==> config.mk <==
export PLATFORM = sky130hd
export DESIGN_NAME = sync_serial_engine
export DESIGN_NICKNAME = d
export VERILOG_FILES = /design/src/pkg/sync_serial_pkg.sv /design/src/core/sync_serial_engine.sv
export SDC_FILE = /design/constraint.sdc
export NUM_CORES = 1
export LEC_CHECK = 0
export BUFFER_PORTS_ARGS = -buffer_cell sky130_fd_sc_hd__buf_2
export CORE_MARGIN = 8
export CORE_UTILIZATION = 40
export DETAILED_ROUTE_END_ITERATION = 6
export PLACE_DENSITY = 0.62
export SYNTH_ARGS = -nofsm -noshare
export SYNTH_HDL_FRONTEND = slang
export SYNTH_SLANG_ARGS = --single-unit
==> constraint.sdc <==
create_clock -name ref_clk -period 2.9 [get_ports ref_clk]
set_input_delay 0.145 -clock ref_clk [delete_from_list [all_inputs] [get_ports ref_clk]]
set_output_delay 0.145 -clock ref_clk [all_outputs]
set_load 0.01 [all_outputs]
==> src/pkg/sync_serial_pkg.sv <==
/*
  Constants, register map and state type for the synchronous serial
  shift engine. Assumes a 200 MHz ref_clk and an 8-bit register port.
*/
package sync_serial_pkg;

  // timing: internal serial clock half period
  localparam int CLK_PERIOD_NS = 5;
  localparam int SCK_HALF_NS   = 80;
  localparam int SCK_HALF_CYC  = (SCK_HALF_NS + CLK_PERIOD_NS - 1) / CLK_PERIOD_NS;
  localparam int HALF_CNT_W    = 5;
  localparam logic [HALF_CNT_W-1:0] HALF_LAST = HALF_CNT_W'(SCK_HALF_CYC - 1);

  // register offsets
  localparam logic [1:0] CTRL_OFFS   = 2'h0;
  localparam logic [1:0] STATUS_OFFS = 2'h1;
  localparam logic [1:0] TXBUF_OFFS  = 2'h2;
  localparam logic [1:0] RXBUF_OFFS  = 2'h3;

  // serial_control_reg fields
  localparam int CTRL_START_BIT = 0;
  localparam int CTRL_STOP_BIT  = 1;
  localparam int CTRL_MODE_LSB  = 2;
  localparam int CTRL_ORDER_BIT = 4;
  localparam int CTRL_EXT_BIT   = 5;

  // serial_status_reg fields
  localparam int STAT_ACTIVE_BIT = 0;
  localparam int STAT_SHIFT_BIT  = 1;
  localparam int STAT_TXEMP_BIT  = 2;
  localparam int STAT_RXFULL_BIT = 3;
  localparam int STAT_TX_UNDERRUN_FLAG_BIT  = 4;
  localparam int STAT_RX_OVERRUN_FLAG_BIT  = 5;

  // transfer mode field encodings
  localparam logic [1:0] MODE_TX   = 2'h0;
  localparam logic [1:0] MODE_RX   = 2'h1;
  localparam logic [1:0] MODE_TXRX = 2'h2;

  // reset values and the last bit count
  localparam logic [7:0] BYTE_RST   = 8'h00;
  localparam logic [1:0] MODE_RST   = 2'h0;
  localparam logic [2:0] BITCNT_RST = 3'h0;
  localparam logic [2:0] BITCNT_END = 3'h7;

  typedef enum logic [1:0] {
    ST_IDLE  = 2'b01,
    ST_SHIFT = 2'b10
  } shift_state_t;

endpackage : sync_serial_pkg

==> src/core/sync_serial_engine.sv <==
/*
  8-bit synchronous serial shift engine: transmit, receive and
  full-duplex modes, auto-wait on the internal clock, underrun and
  overrun handling. Assumes a one-cycle register port master on
  ref_clk; sck_in and si are asynchronous and synchronised here.
*/
// Notes on behaviour
// RULE1: underrun sets tx error at shift start; interrupt on next falling clock edge.
// RULE2: serial output stays high while tx error is set.
// RULE3: force stop halts at once, clears start, status and both buffers.
// RULE4: mode 01 selects receive only, 10 selects full duplex.
// RULE5: transfer active rises with a serial clock falling edge after start.
// RULE6: receive samples input on rising edges in selected bit order.
// RULE7: shift active high from first falling edge to eighth rising edge of a byte.
// RULE8: full byte copies to receive buffer, sets full flag, raises interrupt.
// RULE9: internal clock starts within one serial clock period of start.
// RULE10: receive buffer read clears full; transmit buffer write clears empty.
// RULE11: internal clock receive parks clock high until buffer read.
// RULE12: with external clock software reads buffer before next byte completes.
// RULE13: unread buffer at byte end sets rx error and interrupts at once.
// RULE14: while rx error set, incoming data leaves buffer and shifter untouched.
// RULE15: after rx error first read gives old byte, second gives shifter.
// RULE16: rx error clearing after data read also clears the full flag.
// RULE17: after start cleared, reception ends after eight more clock pulses.
// RULE18: uncorrected rx error blocks any further interrupt.
// RULE19: clearing start finishes the byte, drops active, output parks high.
// RULE20: full duplex drives on falling edges, samples on rising, same order.
// RULE21: full duplex internal clock waits for both buffer read and write.
// RULE22: full duplex external clock underrun sets tx error at shift start.
// RULE23: bit order 0 is MSB first, 1 is LSB first, both directions.
// RULE24: mode 00 selects transmit only.
module sync_serial_engine
  import sync_serial_pkg::*;
(
  input  wire logic       ref_clk,
  input  wire logic       sys_rst,
  input  wire logic [1:0] reg_addr,
  input  wire logic [7:0] reg_wdata,
  input  wire logic       reg_wr,
  input  wire logic       reg_rd,
  output logic      [7:0] reg_rdata,
  input  wire logic       sck_in,
  output logic            sck_out,
  output logic            sck_oe,
  input  wire logic       si,
  output logic            so,
  output logic            serial_irq
);

  logic [1:0]   sck_sync_reg;
  logic         sck_prev_reg;
  logic [1:0]   si_sync_reg;
  logic         start_reg;
  logic [1:0]   mode_reg;
  logic         order_reg;
  logic         ext_reg;
  logic [7:0]   transmit_buffer;
  logic [7:0]   receive_buffer;
  logic [7:0]   shift_reg;
  logic         active_reg;
  logic         shift_flag_reg;
  logic         tx_empty_reg;
  logic         rx_full_reg;
  logic         tx_err_reg;
  logic         rx_err_reg;
  logic         err_read_reg;
  logic         irq_pend_reg;
  logic [2:0]   bit_cnt_reg;
  logic [HALF_CNT_W-1:0] half_cnt_reg;
  shift_state_t state_reg;

  logic wr_ctrl, wr_tx, rd_rx, force_stop;
  logic tx_mode, rx_mode, may_start, run_clk;
  logic fall_ev, rise_ev, byte_start, byte_done;
  logic rx_err_set, raise_irq;
  logic [7:0] shift_next;

  assign wr_ctrl    = reg_wr && (reg_addr == CTRL_OFFS);
  assign wr_tx      = reg_wr && (reg_addr == TXBUF_OFFS);
  assign rd_rx      = reg_rd && (reg_addr == RXBUF_OFFS);
  assign force_stop = wr_ctrl && reg_wdata[CTRL_STOP_BIT];

  assign tx_mode = (mode_reg == MODE_TX) || (mode_reg == MODE_TXRX); // [RULE4] [RULE24]
  assign rx_mode = (mode_reg == MODE_RX) || (mode_reg == MODE_TXRX); // [RULE4]

  // auto-wait gate at a byte boundary for the internal clock
  always_comb begin
    case (mode_reg)
      MODE_TX:   may_start = !tx_empty_reg;
      MODE_RX:   may_start = !rx_full_reg;                  // [RULE11]
      MODE_TXRX: may_start = !tx_empty_reg && !rx_full_reg; // [RULE21]
      default:   may_start = 1'b0;
    endcase
  end

  assign run_clk = !ext_reg && ((state_reg == ST_SHIFT) || (start_reg && may_start));

  // edge events: external from the synchronised pin, internal from the divider
  always_comb begin
    if (ext_reg) begin
      fall_ev = sck_prev_reg && !sck_sync_reg[1];
      rise_ev = !sck_prev_reg && sck_sync_reg[1];
    end else begin
      fall_ev = run_clk && (half_cnt_reg == HALF_LAST) && sck_out;
      rise_ev = run_clk && (half_cnt_reg == HALF_LAST) && !sck_out;
    end
  end

  // an external transfer still marked active runs one more byte after start is cleared
  assign byte_start = fall_ev && (state_reg == ST_IDLE) &&
                      (start_reg || (ext_reg && active_reg));             // [RULE5] [RULE17]
  // next shifter value; the byte-end copy needs the eighth bit as well
  assign shift_next = order_reg ? {si_sync_reg[1], shift_reg[7:1]}
                                : {shift_reg[6:0], si_sync_reg[1]};       // [RULE6] [RULE23]
  assign byte_done  = rise_ev && (state_reg == ST_SHIFT) && (bit_cnt_reg == BITCNT_END);
  assign rx_err_set = byte_done && rx_mode && rx_full_reg && !rx_err_reg; // [RULE13]
  // once rx error stands, nothing raises the interrupt again
  assign raise_irq  = !rx_err_reg && (rx_err_set ||                       // [RULE18]
                      (byte_done && rx_mode && !rx_full_reg) ||          // [RULE8]
                      (fall_ev && irq_pend_reg));                        // [RULE1]

  // pin synchronisers; first stage feeds only the second
  always_ff @(posedge ref_clk) begin
    if (sys_rst) begin
      sck_sync_reg <= 2'h3;
      sck_prev_reg <= 1'b1;
      si_sync_reg  <= 2'h3;
    end else begin
      sck_sync_reg <= {sck_sync_reg[0], sck_in};
      sck_prev_reg <= sck_sync_reg[1];
      si_sync_reg  <= {si_sync_reg[0], si};
    end
  end

  // control register
  always_ff @(posedge ref_clk) begin
    if (sys_rst) begin
      start_reg <= 1'b0;
      mode_reg  <= MODE_RST;
      order_reg <= 1'b0;
      ext_reg   <= 1'b0;
    end else if (force_stop) begin
      start_reg <= 1'b0; // [RULE3]
    end else if (wr_ctrl) begin
      start_reg <= reg_wdata[CTRL_START_BIT];
      mode_reg  <= reg_wdata[CTRL_MODE_LSB +: 2];
      order_reg <= reg_wdata[CTRL_ORDER_BIT];
      ext_reg   <= reg_wdata[CTRL_EXT_BIT];
    end
  end

  // internal serial clock divider; parks high between bytes
  always_ff @(posedge ref_clk) begin
    if (sys_rst || force_stop || !run_clk) begin
      half_cnt_reg <= '0;
      sck_out      <= 1'b1; // [RULE11] [RULE21]
    end else if (half_cnt_reg == HALF_LAST) begin
      half_cnt_reg <= '0;
      sck_out      <= !sck_out; // [RULE9]
    end else begin
      half_cnt_reg <= half_cnt_reg + 1'b1;
    end
  end

  always_ff @(posedge ref_clk) begin
    if (sys_rst) begin
      sck_oe <= 1'b0;
    end else begin
      sck_oe <= !ext_reg;
    end
  end

  // byte sequencer
  always_ff @(posedge ref_clk) begin
    if (sys_rst || force_stop) begin
      state_reg      <= ST_IDLE;
      bit_cnt_reg    <= BITCNT_RST;
      active_reg     <= 1'b0;
      shift_flag_reg <= 1'b0;
    end else if (byte_start) begin
      state_reg      <= ST_SHIFT;
      bit_cnt_reg    <= BITCNT_RST;
      active_reg     <= 1'b1; // [RULE5]
      shift_flag_reg <= 1'b1; // [RULE7]
    end else if (byte_done) begin
      state_reg      <= ST_IDLE;
      shift_flag_reg <= 1'b0; // [RULE7]
      // with start cleared the byte still runs out its eight pulses
      if (!start_reg) begin
        active_reg <= 1'b0; // [RULE17] [RULE19]
      end
    end else if (rise_ev && (state_reg == ST_SHIFT)) begin
      bit_cnt_reg <= bit_cnt_reg + 1'b1;
    end else if (!ext_reg && !start_reg && (state_reg == ST_IDLE)) begin
      active_reg <= 1'b0; // [RULE19]
    end
  end

  // shifter: load on first fall from a full transmit buffer, sample on each rise while rx error is clear
  always_ff @(posedge ref_clk) begin
    if (sys_rst || force_stop) begin
      shift_reg <= BYTE_RST;
    end else if (byte_start && tx_mode && !tx_empty_reg) begin
      shift_reg <= transmit_buffer;
    end else if (rise_ev && (state_reg == ST_SHIFT) && !rx_err_reg) begin // [RULE14]
      shift_reg <= shift_next; // [RULE6] [RULE23]
    end
  end

  // serial output, driven on falling edges; forced high at byte end and while tx error is set
  always_ff @(posedge ref_clk) begin
    if (sys_rst || force_stop) begin
      so <= 1'b1;
    end else if (tx_err_reg || (byte_start && tx_mode && tx_empty_reg)) begin
      so <= 1'b1; // [RULE2]
    end else if (byte_start && tx_mode) begin
      so <= order_reg ? transmit_buffer[0] : transmit_buffer[7]; // [RULE20] [RULE23]
    end else if (fall_ev && (state_reg == ST_SHIFT) && tx_mode) begin
      so <= order_reg ? shift_reg[0] : shift_reg[7]; // [RULE20]
    end else if (byte_done) begin
      so <= 1'b1; // [RULE19]
    end
  end

  // transmit buffer and its empty flag
  always_ff @(posedge ref_clk) begin
    if (sys_rst || force_stop) begin
      transmit_buffer <= BYTE_RST;
      tx_empty_reg    <= 1'b1; // [RULE3]
    end else begin
      if (wr_tx) begin
        transmit_buffer <= reg_wdata;
      end
      // a load in the write cycle wins: the flag reads empty again
      if (byte_start && tx_mode && !tx_empty_reg) begin
        tx_empty_reg <= 1'b1;
      end else if (wr_tx) begin
        tx_empty_reg <= 1'b0; // [RULE10]
      end
    end
  end

  // underrun flag and the deferred interrupt
  always_ff @(posedge ref_clk) begin
    if (sys_rst || force_stop) begin
      tx_err_reg   <= 1'b0; // [RULE3]
      irq_pend_reg <= 1'b0;
    end else begin
      if (byte_start && tx_mode && tx_empty_reg) begin
        tx_err_reg   <= 1'b1; // [RULE1] [RULE22]
        irq_pend_reg <= 1'b1; // [RULE1]
      end else if (fall_ev) begin
        irq_pend_reg <= 1'b0;
      end
    end
  end

  // receive buffer, full and overrun flags
  always_ff @(posedge ref_clk) begin
    if (sys_rst || force_stop) begin
      receive_buffer <= BYTE_RST;
      rx_full_reg    <= 1'b0; // [RULE3]
      rx_err_reg     <= 1'b0;
      err_read_reg   <= 1'b0;
    end else begin
      if (byte_done && rx_mode && !rx_full_reg && !rx_err_reg) begin
        receive_buffer <= shift_next; // [RULE8]
      end
      if (rx_err_set) begin
        rx_err_reg <= 1'b1; // [RULE13]
      end else if (rd_rx && rx_err_reg && err_read_reg) begin
        rx_err_reg   <= 1'b0;
        err_read_reg <= 1'b0;
      end else if (rd_rx && rx_err_reg) begin
        err_read_reg <= 1'b1; // [RULE15]
      end
      // set beats a clearing read in the same cycle
      if (byte_done && rx_mode && !rx_err_reg) begin
        rx_full_reg <= 1'b1; // [RULE8]
      end else if (rd_rx && rx_err_reg && err_read_reg) begin
        rx_full_reg <= 1'b0; // [RULE16]
      end else if (rd_rx && !rx_err_reg) begin
        rx_full_reg <= 1'b0; // [RULE10]
      end
    end
  end

  always_ff @(posedge ref_clk) begin
    if (sys_rst || force_stop) begin
      serial_irq <= 1'b0;
    end else begin
      serial_irq <= raise_irq;
    end
  end

  // read port: data one cycle after the strobe
  always_ff @(posedge ref_clk) begin
    if (sys_rst) begin
      reg_rdata <= BYTE_RST;
    end else if (reg_rd) begin
      reg_rdata <= BYTE_RST;
      case (reg_addr)
        CTRL_OFFS: begin
          reg_rdata[CTRL_START_BIT]       <= start_reg;
          reg_rdata[CTRL_MODE_LSB +: 2]   <= mode_reg;
          reg_rdata[CTRL_ORDER_BIT]       <= order_reg;
          reg_rdata[CTRL_EXT_BIT]         <= ext_reg;
        end
        STATUS_OFFS: begin
          reg_rdata[STAT_ACTIVE_BIT] <= active_reg;
          reg_rdata[STAT_SHIFT_BIT]  <= shift_flag_reg;
          reg_rdata[STAT_TXEMP_BIT]  <= tx_empty_reg;
          reg_rdata[STAT_RXFULL_BIT] <= rx_full_reg;
          reg_rdata[STAT_TX_UNDERRUN_FLAG_BIT]  <= tx_err_reg;
          reg_rdata[STAT_RX_OVERRUN_FLAG_BIT]  <= rx_err_reg;
        end
        TXBUF_OFFS: reg_rdata <= transmit_buffer;
        RXBUF_OFFS: begin
          // second read after an overrun shows the held shifter
          reg_rdata <= (rx_err_reg && err_read_reg) ? shift_reg : receive_buffer; // [RULE15]
        end
        default: reg_rdata <= BYTE_RST;
      endcase
    end
  end

endmodule : sync_serial_engine

==> results_dict.tcl, run 1 <==
set metrics [dict create \
    dieHeight_um 102 \
    synth_top_area_share_pct 42.2 \
    rows 31 \
    routabilityCongestion 0.843 \
    layout-drive-gt1-share_pct 19.9 \
    viasPerCell 5.27 \
    synth.distinct_cells 51 \
    worst_r2r_path_depth 9 \
    syn_nets 337 \
    timing.rr.start "half_cnt_reg[0]$_SDFF_PP0_" \
    finalCriticalPeriod_ps 2530 \
    die_x_um 102 \
    grt_overflow_total 0 \
    hp-start "reg_wdata[7]" \
    end_kind "flip-flop" \
    netlist_area_sq_mm 0.00299 \
    vias 2344 \
    clk_pin_slew_ps 70 \
    powerDensity_mw_per_mm2 534 \
    period_share_pct 87.4 \
    yosys-top-cells-area "dfxtp_1 (42%), mux2i_1 (9.4%), nor2_1 (6.9%)" \
    skew_ps 11.4 \
    cts_tree "built" \
    cpPeakStageDelay_ps 470 \
    dp_hpwl_um 5140 \
    wl_um 7050 \
    drv_slew 0 \
    use_met2_pct 23.8 \
    r2r_end "shift_reg[3]$_SDFFE_PP0P_" \
    syn2layout_area_growth_pct 15.4 \
    grt_pass1_vias 2283 \
    cts-root-buf "clkbuf_8" \
    cts_num_sinks 63 \
    cp_max_fo 16 \
    firstDrtPassIters 4 \
    die_area_sq_mm 0.0105 \
    n_antenna_cell 0 \
    irDropWorstVdd_v 0.000298 \
    syn_avg_cell_area_sq_um 9.54 \
    setup_tns_ps 0 \
    report.final.hold_viol_count 0 \
    io_pins 28 \
    setup_violations 0 \
    grtUsageMet3_pct 4.22 \
    ant_nets 0 \
    worst-r2r-setup-slack_ps 370 \
    worstHoldEndpoint "transmit_buffer[7]$_SDFFE_PP0P_" \
    yosysTopAreaCell "dfxtp_1" \
    hold_depth 3 \
    hold_path_class "primary input to flip-flop" \
    post_cts_buffers 0 \
    io_buffers 27 \
    async_flop_share_pct 0 \
    grt_max_degree 26 \
    cts_buffer_depth 2 \
    path_cells "ha_1, and3_1, ha_1, or3b_4, a211oi_4, buf_4, nor2_1, a2111oi_0, a21o_1" \
    rsz0062_at_grt "no" \
    maxSlewHeadroom_pct 47.3 \
    cp_data_required_time_ps 3200 \
    final_util_pct 47.5 \
    synth_edf_count 0 \
    fin_area_sq_mm 0.00345 \
    fin_nets 365 \
    cts_hold_buf 2 \
    drc 0 \
    critical_path_class "flip-flop to flip-flop" \
    dpl-instance-area_sq_mm 0.00320 \
    worstPathArrival_ps 2830 \
    clk_latency_ps 350 \
    ctsResizeCount 0 \
    worst_pin_slew_ps 791 \
    yosysWarnings 0 \
    startpoint_type "flip-flop" \
    power_leakage_uw 0.00137 \
    maxCapViolations 0 \
    top_usage_layer "met2" \
    initial_core_util_pct 41.2 \
    synth-seq-area-share_pct 42.2 \
    coreArea_sq_mm 0.00725 \
    grt_pass1_wl_um 11400 \
    numCtsBuffers 9 \
    clock.fmax_mhz 395 \
    synth_ff_type "dfxtp_1" \
    cpMaxStageDelayCell "a2111oi_0" \
    synthCells 313 \
    worst_path_most_repeated_cell "ha_1" \
    routedWlPerCell_um 15.9 \
    drt_iter0_drc 95 \
    outcome "completed" \
    grt_use_total_pct 14.6 \
    cts_max_level 3 \
    use_met1_pct 16.7 \
    synth_seq_cells 63 \
    antenna_found_initial 0 \
]
[cells in the final DEF, fill, tap and decap left out, drive strengths merged, types with 3 or more instances in the layout]
| cell | netlist | final |
|---|---|---|
| nand3b | 5 | 5 |
| or4 | 3 | 3 |
| clkbuf | 11 | 10 |
| dfxtp | 63 | 63 |
| o21ai | 7 | 7 |
| mux4 | 5 | 5 |
| mux2i | 28 | 28 |
| a2111oi | 8 | 8 |
| buf | 6 | 32 |
| nor2 | 55 | 55 |
| nand3 | 7 | 7 |
| a31oi | 3 | 3 |
| clkinv | 0 | 4 |
| mux2 | 6 | 6 |
| inv | 8 | 8 |
| a21o | 10 | 10 |
| ha | 8 | 8 |
| nor2b | 3 | 3 |
| o2111ai | 3 | 3 |
| nand2b | 7 | 7 |
| or2 | 6 | 6 |
| xnor2 | 3 | 3 |
| a21oi | 16 | 16 |
| a211oi | 12 | 12 |
| nand2 | 7 | 7 |
[worst max-delay path by stage]
stage,cells after the start,end,start
4_1_cts,9,shift_reg[3]$_SDFFE_PP0P_,half_cnt_reg[0]$_SDFF_PP0_
3_5_place_dp,9,shift_reg[3]$_SDFFE_PP0P_,half_cnt_reg[0]$_SDFF_PP0_
3_3_place_gp,9,shift_reg[3]$_SDFFE_PP0P_,half_cnt_reg[0]$_SDFF_PP0_
2_1_floorplan,9,shift_reg[6]$_SDFFE_PP0P_,half_cnt_reg[0]$_SDFF_PP0_
5_1_grt,9,shift_reg[3]$_SDFFE_PP0P_,half_cnt_reg[0]$_SDFF_PP0_
6_report,9,shift_reg[3]$_SDFFE_PP0P_,half_cnt_reg[0]$_SDFF_PP0_
[through the flow]
| step | hold slack (ps) | setup WS [ps] | std cells | power [uW] |
|---|---|---|---|---|
| after global routing | 32.0 | 237 | 445 | 1910 |
| after detailed placement | 333 | 350 | 427 | 1010 |
| final | 27.5 | 365 | 445 | 1840 |
| after global placement | 329 | 469 | 427 | 1010 |
| after CTS | 11.1 | 345 | 445 | 1860 |
| after floorplan | 249 | 572 | 313 | 970 |
[area by class of cell]
cell class,instances,area [sq um]
sequential,63,1260
timing repair buffer,34,193
tap,99,124
multi-input combinational,225,1620
fill,689,3810
clock buffer,10,138
clock inverter,6,83.8
inverter,8,30.0
[Yosys cell counts, types with 6 or more instances]
master	instances
nand2b_1	7
inv_1	8
o21ai_0	7
a211oi_1	11
mux2_2	6
nand3_1	7
clkbuf_1	11
a21oi_1	15
ha_1	8
dfxtp_1	63
or2_2	6
mux2i_1	28
a2111oi_0	6
nor2_1	55
a21o_1	10
nand2_1	7
[critical path, delay by kind of cell (launching register included)]
kind | cells | cell delay (ps)
AOI/OAI and AO/OA | 3 | 830
and+or+nand+nor | 3 | 630
adders and majority gates | 2 | 420
DFF | 1 | 360
buffers and inverters | 1 | 240
[logic make-up (layout without fill, tap and decap cells)]
logic type | count (synthesis) | count (layout) | synth area share, %
AOI/OAI and AO/OA | 65 | 65 | 15.5
xor gates and xnor gates | 5 | 5 | 1.47
adders and majority gates | 8 | 8 | 3.35
buffers and inverters | 25 | 58 | 3.60
DFF | 63 | 63 | 42.2
muxes | 39 | 39 | 15.4
and+or+nand+nor | 108 | 108 | 18.4
[layer usage]
metal | routed length [um] | up-vias
met2 | 3370 | 44
met5 | 0 | -
met1 | 3190 | 1100
met3 | 290 | 16
met4 | 202 | 0
li1 | - | 1184
[power breakdown]
part	switching [uW]	internal (uW)	leakage, uW
logic	55.4	43.2	0.000745
clock network	345	504	0.000116
registers	12.9	878	0.000510
total	413	1430	0.00137
Note: power is estimated with default switching activity, not from simulation.
==> run 2: changes to the inputs <==
==> constraint.sdc (replaced) <==
create_clock -name ref_clk -period 2.9 [get_ports ref_clk]
set_input_delay 0.87 -clock ref_clk [delete_from_list [all_inputs] [get_ports ref_clk]]
set_output_delay 0.87 -clock ref_clk [all_outputs]
set_load 0.01 [all_outputs]
==> run 2 against run 1 <==
Net effect: worst hold slack improved by 400 ps; critical path depth unchanged; combinational power increased by 6%; via count increased by 2.1%; first-iteration DRC count increased by 55%; cell count increased by 1.1%; critical path type unchanged.
==> results_dict.tcl, run 2 (synthesis gave the netlist of run 1 again) <==
set metrics [dict create \
    worst_path_most_repeated_cell "ha_1" \
    die_x_um 102 \
    cpMaxStageDelayCell "a2111oi_0" \
    path_cells "ha_1, and3_1, ha_1, or3b_4, a211oi_4, buf_4, nor2_1, a2111oi_0, a21o_1" \
    setup_ws_ps 423 \
    post_cts_buffers 0 \
    cp_max_fo 16 \
    worstPathArrival_ps 2770 \
    dieHeight_um 102 \
    startpoint "half_cnt_reg[0]$_SDFF_PP0_" \
    seqPwrFrac_pct 50.9 \
    power_leakage_uw 0.00139 \
    finalCriticalPeriod_ps 2480 \
    rsz0062_at_grt "no" \
    coreArea_sq_mm 0.00725 \
    p_sw_uw 394 \
    fillerInstances 720 \
    drt_iter0_drc 147 \
    clock.fmax_mhz 404 \
    dp_hpwl_um 5550 \
    ant_nets 0 \
    period_share_pct 85.4 \
    clk_pin_slew_ps 70 \
    outcome "completed" \
    cts_num_sinks 63 \
    grt_overflow_total 0 \
    final_util_pct 47.7 \
    cts_buffer_depth 2 \
    report.final.hold_viol_count 0 \
    die_area_sq_mm 0.0105 \
    fin_nets 371 \
    irDropWorstVdd_v 0.000336 \
    grt_pass1_vias 2367 \
    end_kind "flip-flop" \
    internal-power_uw 1360 \
    routabilityCongestion 0.928 \
    setup_tns_ps 0 \
    timing.rr.start "half_cnt_reg[0]$_SDFF_PP0_" \
    hp-start "si_sync_reg[0]$_SDFF_PP1_" \
    n_antenna_cell 0 \
    rows 31 \
    vias 2393 \
    cts_max_level 3 \
    layout_commonest_cell "dfxtp_1" \
    grt_pass1_wl_um 12100 \
    p_clk_share_pct 43.1 \
    cpPeakStageDelay_ps 440 \
    antenna_found_initial 0 \
    clk_latency_ps 340 \
    syn2layout_area_growth_pct 15.9 \
    critical_path_class "flip-flop to flip-flop" \
    skew_ps 12.3 \
    cts_hold_buf 0 \
    ctsResizeCount 0 \
    firstDrtPassIters 4 \
    maxCapViolations 0 \
    maxSlewHeadroom_pct 55.3 \
    grt_use_total_pct 15.3 \
    p_comb_share_pct 6.0 \
    setup_violations 0 \
    powerDensity_mw_per_mm2 507 \
    routedWlPerCell_um 16.6 \
    wl_um 7470 \
    numCtsBuffers 9 \
    grt_max_degree 19 \
    io_pins 28 \
    hold_path_class "flip-flop to flip-flop" \
    startpoint_type "flip-flop" \
    drv_slew 0 \
    dp_slack_ps 434 \
    power_uw 1750 \
    worst_pin_slew_ps 667 \
    drc 0 \
    cts_tree "built" \
    io_buffers 27 \
    swShare_pct 22.5 \
    viasPerCell 5.32 \
    layout-drive-gt1-share_pct 21.7 \
    cp_data_required_time_ps 3190 \
    initial_core_util_pct 41.2 \
    cts-root-buf "clkbuf_8" \
    layout_common_cells "dfxtp_1 (63), nor2_1 (55), mux2i_1 (28)" \
]
run 2: cell types whose count changed in the layout (fill, tap and decap cells not counted):
cell	previous run	this run
bufinv_16	2	1
clkinv_4	1	0
buf_4	5	13
dlygate4sd3_1	2	0
clkbuf_8	10	11
run 2: area by class of cell:
cell class                 instances  area (sq um)  area share, %
clock buffer                      11           151           4.37
clock inverter                     4          45.0           1.30
inverter                           8          30.0          0.868
multi-input combinational        225          1620           46.7
sequential                        63          1260           36.4
tap                               99           124           3.58
timing repair buffer              40           233           6.72
run 2: worst max-delay path, delay by kind of cell, from the launching register on:
kind            cells  cell delay (ps)
compound gates      3              810
fa+ha+maj           2              410
buf+inv             1              220
flops               1              350
simple gates        3              630
run 2: path summary, 6_finish.rpt:
check	endpoint	slack (ps)	cells after the start
worst max-delay path	shift_reg[1]$_SDFFE_PP0P_	420	9
worst min-delay path	si_sync_reg[1]$_SDFF_PP1_	430	1
worst max register to register	shift_reg[1]$_SDFFE_PP0P_	420	9
worst min register to register	si_sync_reg[1]$_SDFF_PP1_	430	1
run 2: through the flow:
step / hold slack [ps] / area, sq um / instances
6_report: 426 / 3460 / 450
5_1_grt: 433 / 3460 / 450
4_1_cts: 426 / 3460 / 450
3_5_place_dp: 408 / 3260 / 435
3_3_place_gp: 395 / 3260 / 435
2_1_floorplan: 389 / 2990 / 313
run 2: layer usage:
layer	up-vias	part of all wire [%]	track usage, %
met5	-	0	0
met4	0	1.0	5.87
met3	7	4.4	4.36
met2	53	51	26.8
met1	1141	44	16.9
li1	1192	-	-
run 2: power groups by stage:
stage               combinational, uW  sequential (uW)  clock, uW
floorplan                        62.5              908          0
global placement                  106              912          0
detailed placement                107              912          0
CTS                               107              892        777
global route                      116              894        816
finish                            105              893        757
==> run 3: changes to the inputs <==
ABC_AREA = 1   (was unset)
PLACE_DENSITY = 0.61   (was 0.62)
REMOVE_ABC_BUFFERS = 1   (was unset)
==> run 3 against run 2 <==
Net effect: flip-flop and latch count unchanged; routed wire length is 0.83% higher; global-route usage decreased by 0.97 points; sequential power hardly changed; largest power group unchanged.
==> results_dict.tcl, run 3 <==
set metrics [dict create \
    irDropWorstVdd_v 0.000315 \
    startpoint_type "flip-flop" \
    die_area_sq_mm 0.0108 \
    worst_pin_slew_ps 516 \
    syn2layout_area_growth_pct 12.1 \
    outcome "completed" \
    met1Wirelength_um 3660 \
    cpMaxStageDelayCell "dfxtp_1" \
    clk_pin_slew_ps 70 \
    firstDrtPassIters 4 \
    vias 2706 \
    async_flop_share_pct 0 \
    power_leakage_uw 0.00130 \
    critical_path.top_delay_family "simple AND/OR/NAND/NOR gates" \
    synth_edf_count 0 \
    io_pins 28 \
    coreArea_sq_mm 0.00761 \
    critical_path_class "flip-flop to flip-flop" \
    cts_max_level 3 \
    cts-root-buf "clkbuf_8" \
    die_x_um 104 \
    yosys-top-cells-area "dfxtp_1 (41%), nand2_1 (9.5%), a21oi_1 (8.4%)" \
    dpl-instance-area_sq_mm 0.00333 \
    initial_core_util_pct 40.8 \
    fin_nets 465 \
    synthCells 410 \
    rows 32 \
    rsz0062_at_grt "no" \
    worst-r2r-setup-slack_ps 830 \
    synth_ff_type "dfxtp_1" \
    netlist_area_sq_mm 0.00311 \
    grt_overflow_total 0 \
    grt_pass1_vias 2575 \
    post_cts_buffers 0 \
    fin_area_sq_mm 0.00348 \
    layout_common_cells "nand2_1 (79), dfxtp_1 (63), a21oi_1 (52)" \
    yosysTopAreaCell "dfxtp_1" \
    grt_use_total_pct 14.3 \
    grt_max_degree 17 \
    drt_iter0_drc 153 \
    cts_hold_buf 0 \
    wl_um 7530 \
    cpPeakStageDelay_ps 350 \
    dieHeight_um 104 \
    layout_commonest_cell "nand2_1" \
    report.final.hold_viol_count 0 \
    hold_path_class "flip-flop to flip-flop" \
    power_uw 1620 \
    path_cells "ha_1, nand2_1, nor2_1, ha_1, inv_1, o21ai_2, nand3_2, nor2_2, nand2_2, nor2_8, inv_1, o31ai_2" \
    synth.distinct_cells 38 \
    wl_met3_um 358 \
    syn_avg_cell_area_sq_um 7.57 \
    finalCriticalPeriod_ps 2070 \
    yosysWarnings 0 \
    dp_hpwl_um 5890 \
    end_kind "flip-flop" \
    synth-seq-area-share_pct 40.6 \
    numCtsBuffers 9 \
    period_share_pct 71.3 \
    routedWlPerCell_um 13.8 \
    drv_slew 0 \
    clock.fmax_mhz 483 \
    worstPathArrival_ps 2330 \
    setup_tns_ps 0 \
    clk_latency_ps 340 \
    drc 0 \
    routabilityCongestion 0.868 \
    io_buffers 27 \
    n_antenna_cell 0 \
    synth_top_area_share_pct 40.6 \
    maxSlewHeadroom_pct 65.5 \
    grt_pass1_wl_um 12600 \
    ctsResizeCount 0 \
    synth_most_common_cell "nand2_1" \
    cp_data_required_time_ps 3160 \
    cp_max_fo 10 \
    setup_violations 0 \
    routed-wl-met2_um 3410 \
    synth_seq_cells 63 \
    cts_tree "built" \
    powerDensity_mw_per_mm2 466 \
    cp_num_buf_inv 2 \
    cts_num_sinks 63 \
    routed.top_layer "met4" \
    maxCapViolations 0 \
    cts_buffer_depth 2 \
    viasPerCell 4.96 \
    antenna_found_initial 0 \
    synth_common_cells "nand2_1 (79), dfxtp_1 (63), a21oi_1 (52), inv_1 (46), nand3_1 (34)" \
    ant_nets 0 \
    layout-drive-gt1-share_pct 16.7 \
    skew_ps 7.74 \
]
==> run 3: cells by family (layout without fill, tap and decap cells) <==
| logic type | Yosys count | count (layout) | synth area share, % |
|---|---|---|---|
| AND/OR/NAND/NOR | 165 | 165 | 26.1 |
| XOR/XNOR | 2 | 2 | 0.564 |
| adder cells (fa/ha/maj) | 8 | 8 | 3.22 |
| multiplexers | 5 | 5 | 1.61 |
| flip-flops | 63 | 63 | 40.6 |
| AO/OA/AOI/OAI | 105 | 105 | 19.5 |
| buffers and inverters | 62 | 96 | 8.46 |
==> run 3: layer usage <==
| layer | vias up | global-route usage [%] |
|---|---|---|
| li1 | 1423 | - |
| met1 | 1213 | 17.4 |
| met2 | 61 | 22.7 |
| met3 | 9 | 5.14 |
| met4 | 0 | 4.76 |
| met5 | - | 0 |
==> run 3: worst paths after layout <==
path	startpoint	endpoint	cells after the start
worst max-delay path	half_cnt_reg[0]$_SDFF_PP0_	rx_err_reg$_SDFFE_PP0P_	12
worst min register to register	si_sync_reg[0]$_SDFF_PP1_	si_sync_reg[1]$_SDFF_PP1_	1
worst min-delay path	si_sync_reg[0]$_SDFF_PP1_	si_sync_reg[1]$_SDFF_PP1_	1
worst max register to register	half_cnt_reg[0]$_SDFF_PP0_	rx_err_reg$_SDFFE_PP0P_	12
==> run 3: layout make-up <==
class	count	area [sq um]
clock inverters	5	27.5
well taps	102	128
fillers	779	4130
multi-input cells	285	1580
clock buffers	9	124
flip-flops and latches	63	1260
inverters	50	188
repair buffers	32	173
==> run 3: report_power, final <==
| group | internal [uW] | switching [uW] |
|---|---|---|
| Clock | 294 | 330 |
| Combinational | 36.3 | 70.2 |
| Sequential | 879 | 12.6 |
==> run 3: through the flow <==
stage	setup slack [ps]	hold slack [ps]	std cells	utilization (%)
2_1_floorplan	691	389	398	-
3_3_place_gp	639	394	532	43.8
3_5_place_dp	582	401	532	43.8
4_1_cts	815	420	546	45.8
5_1_grt	623	449	546	45.8
6_report	831	415	546	45.8
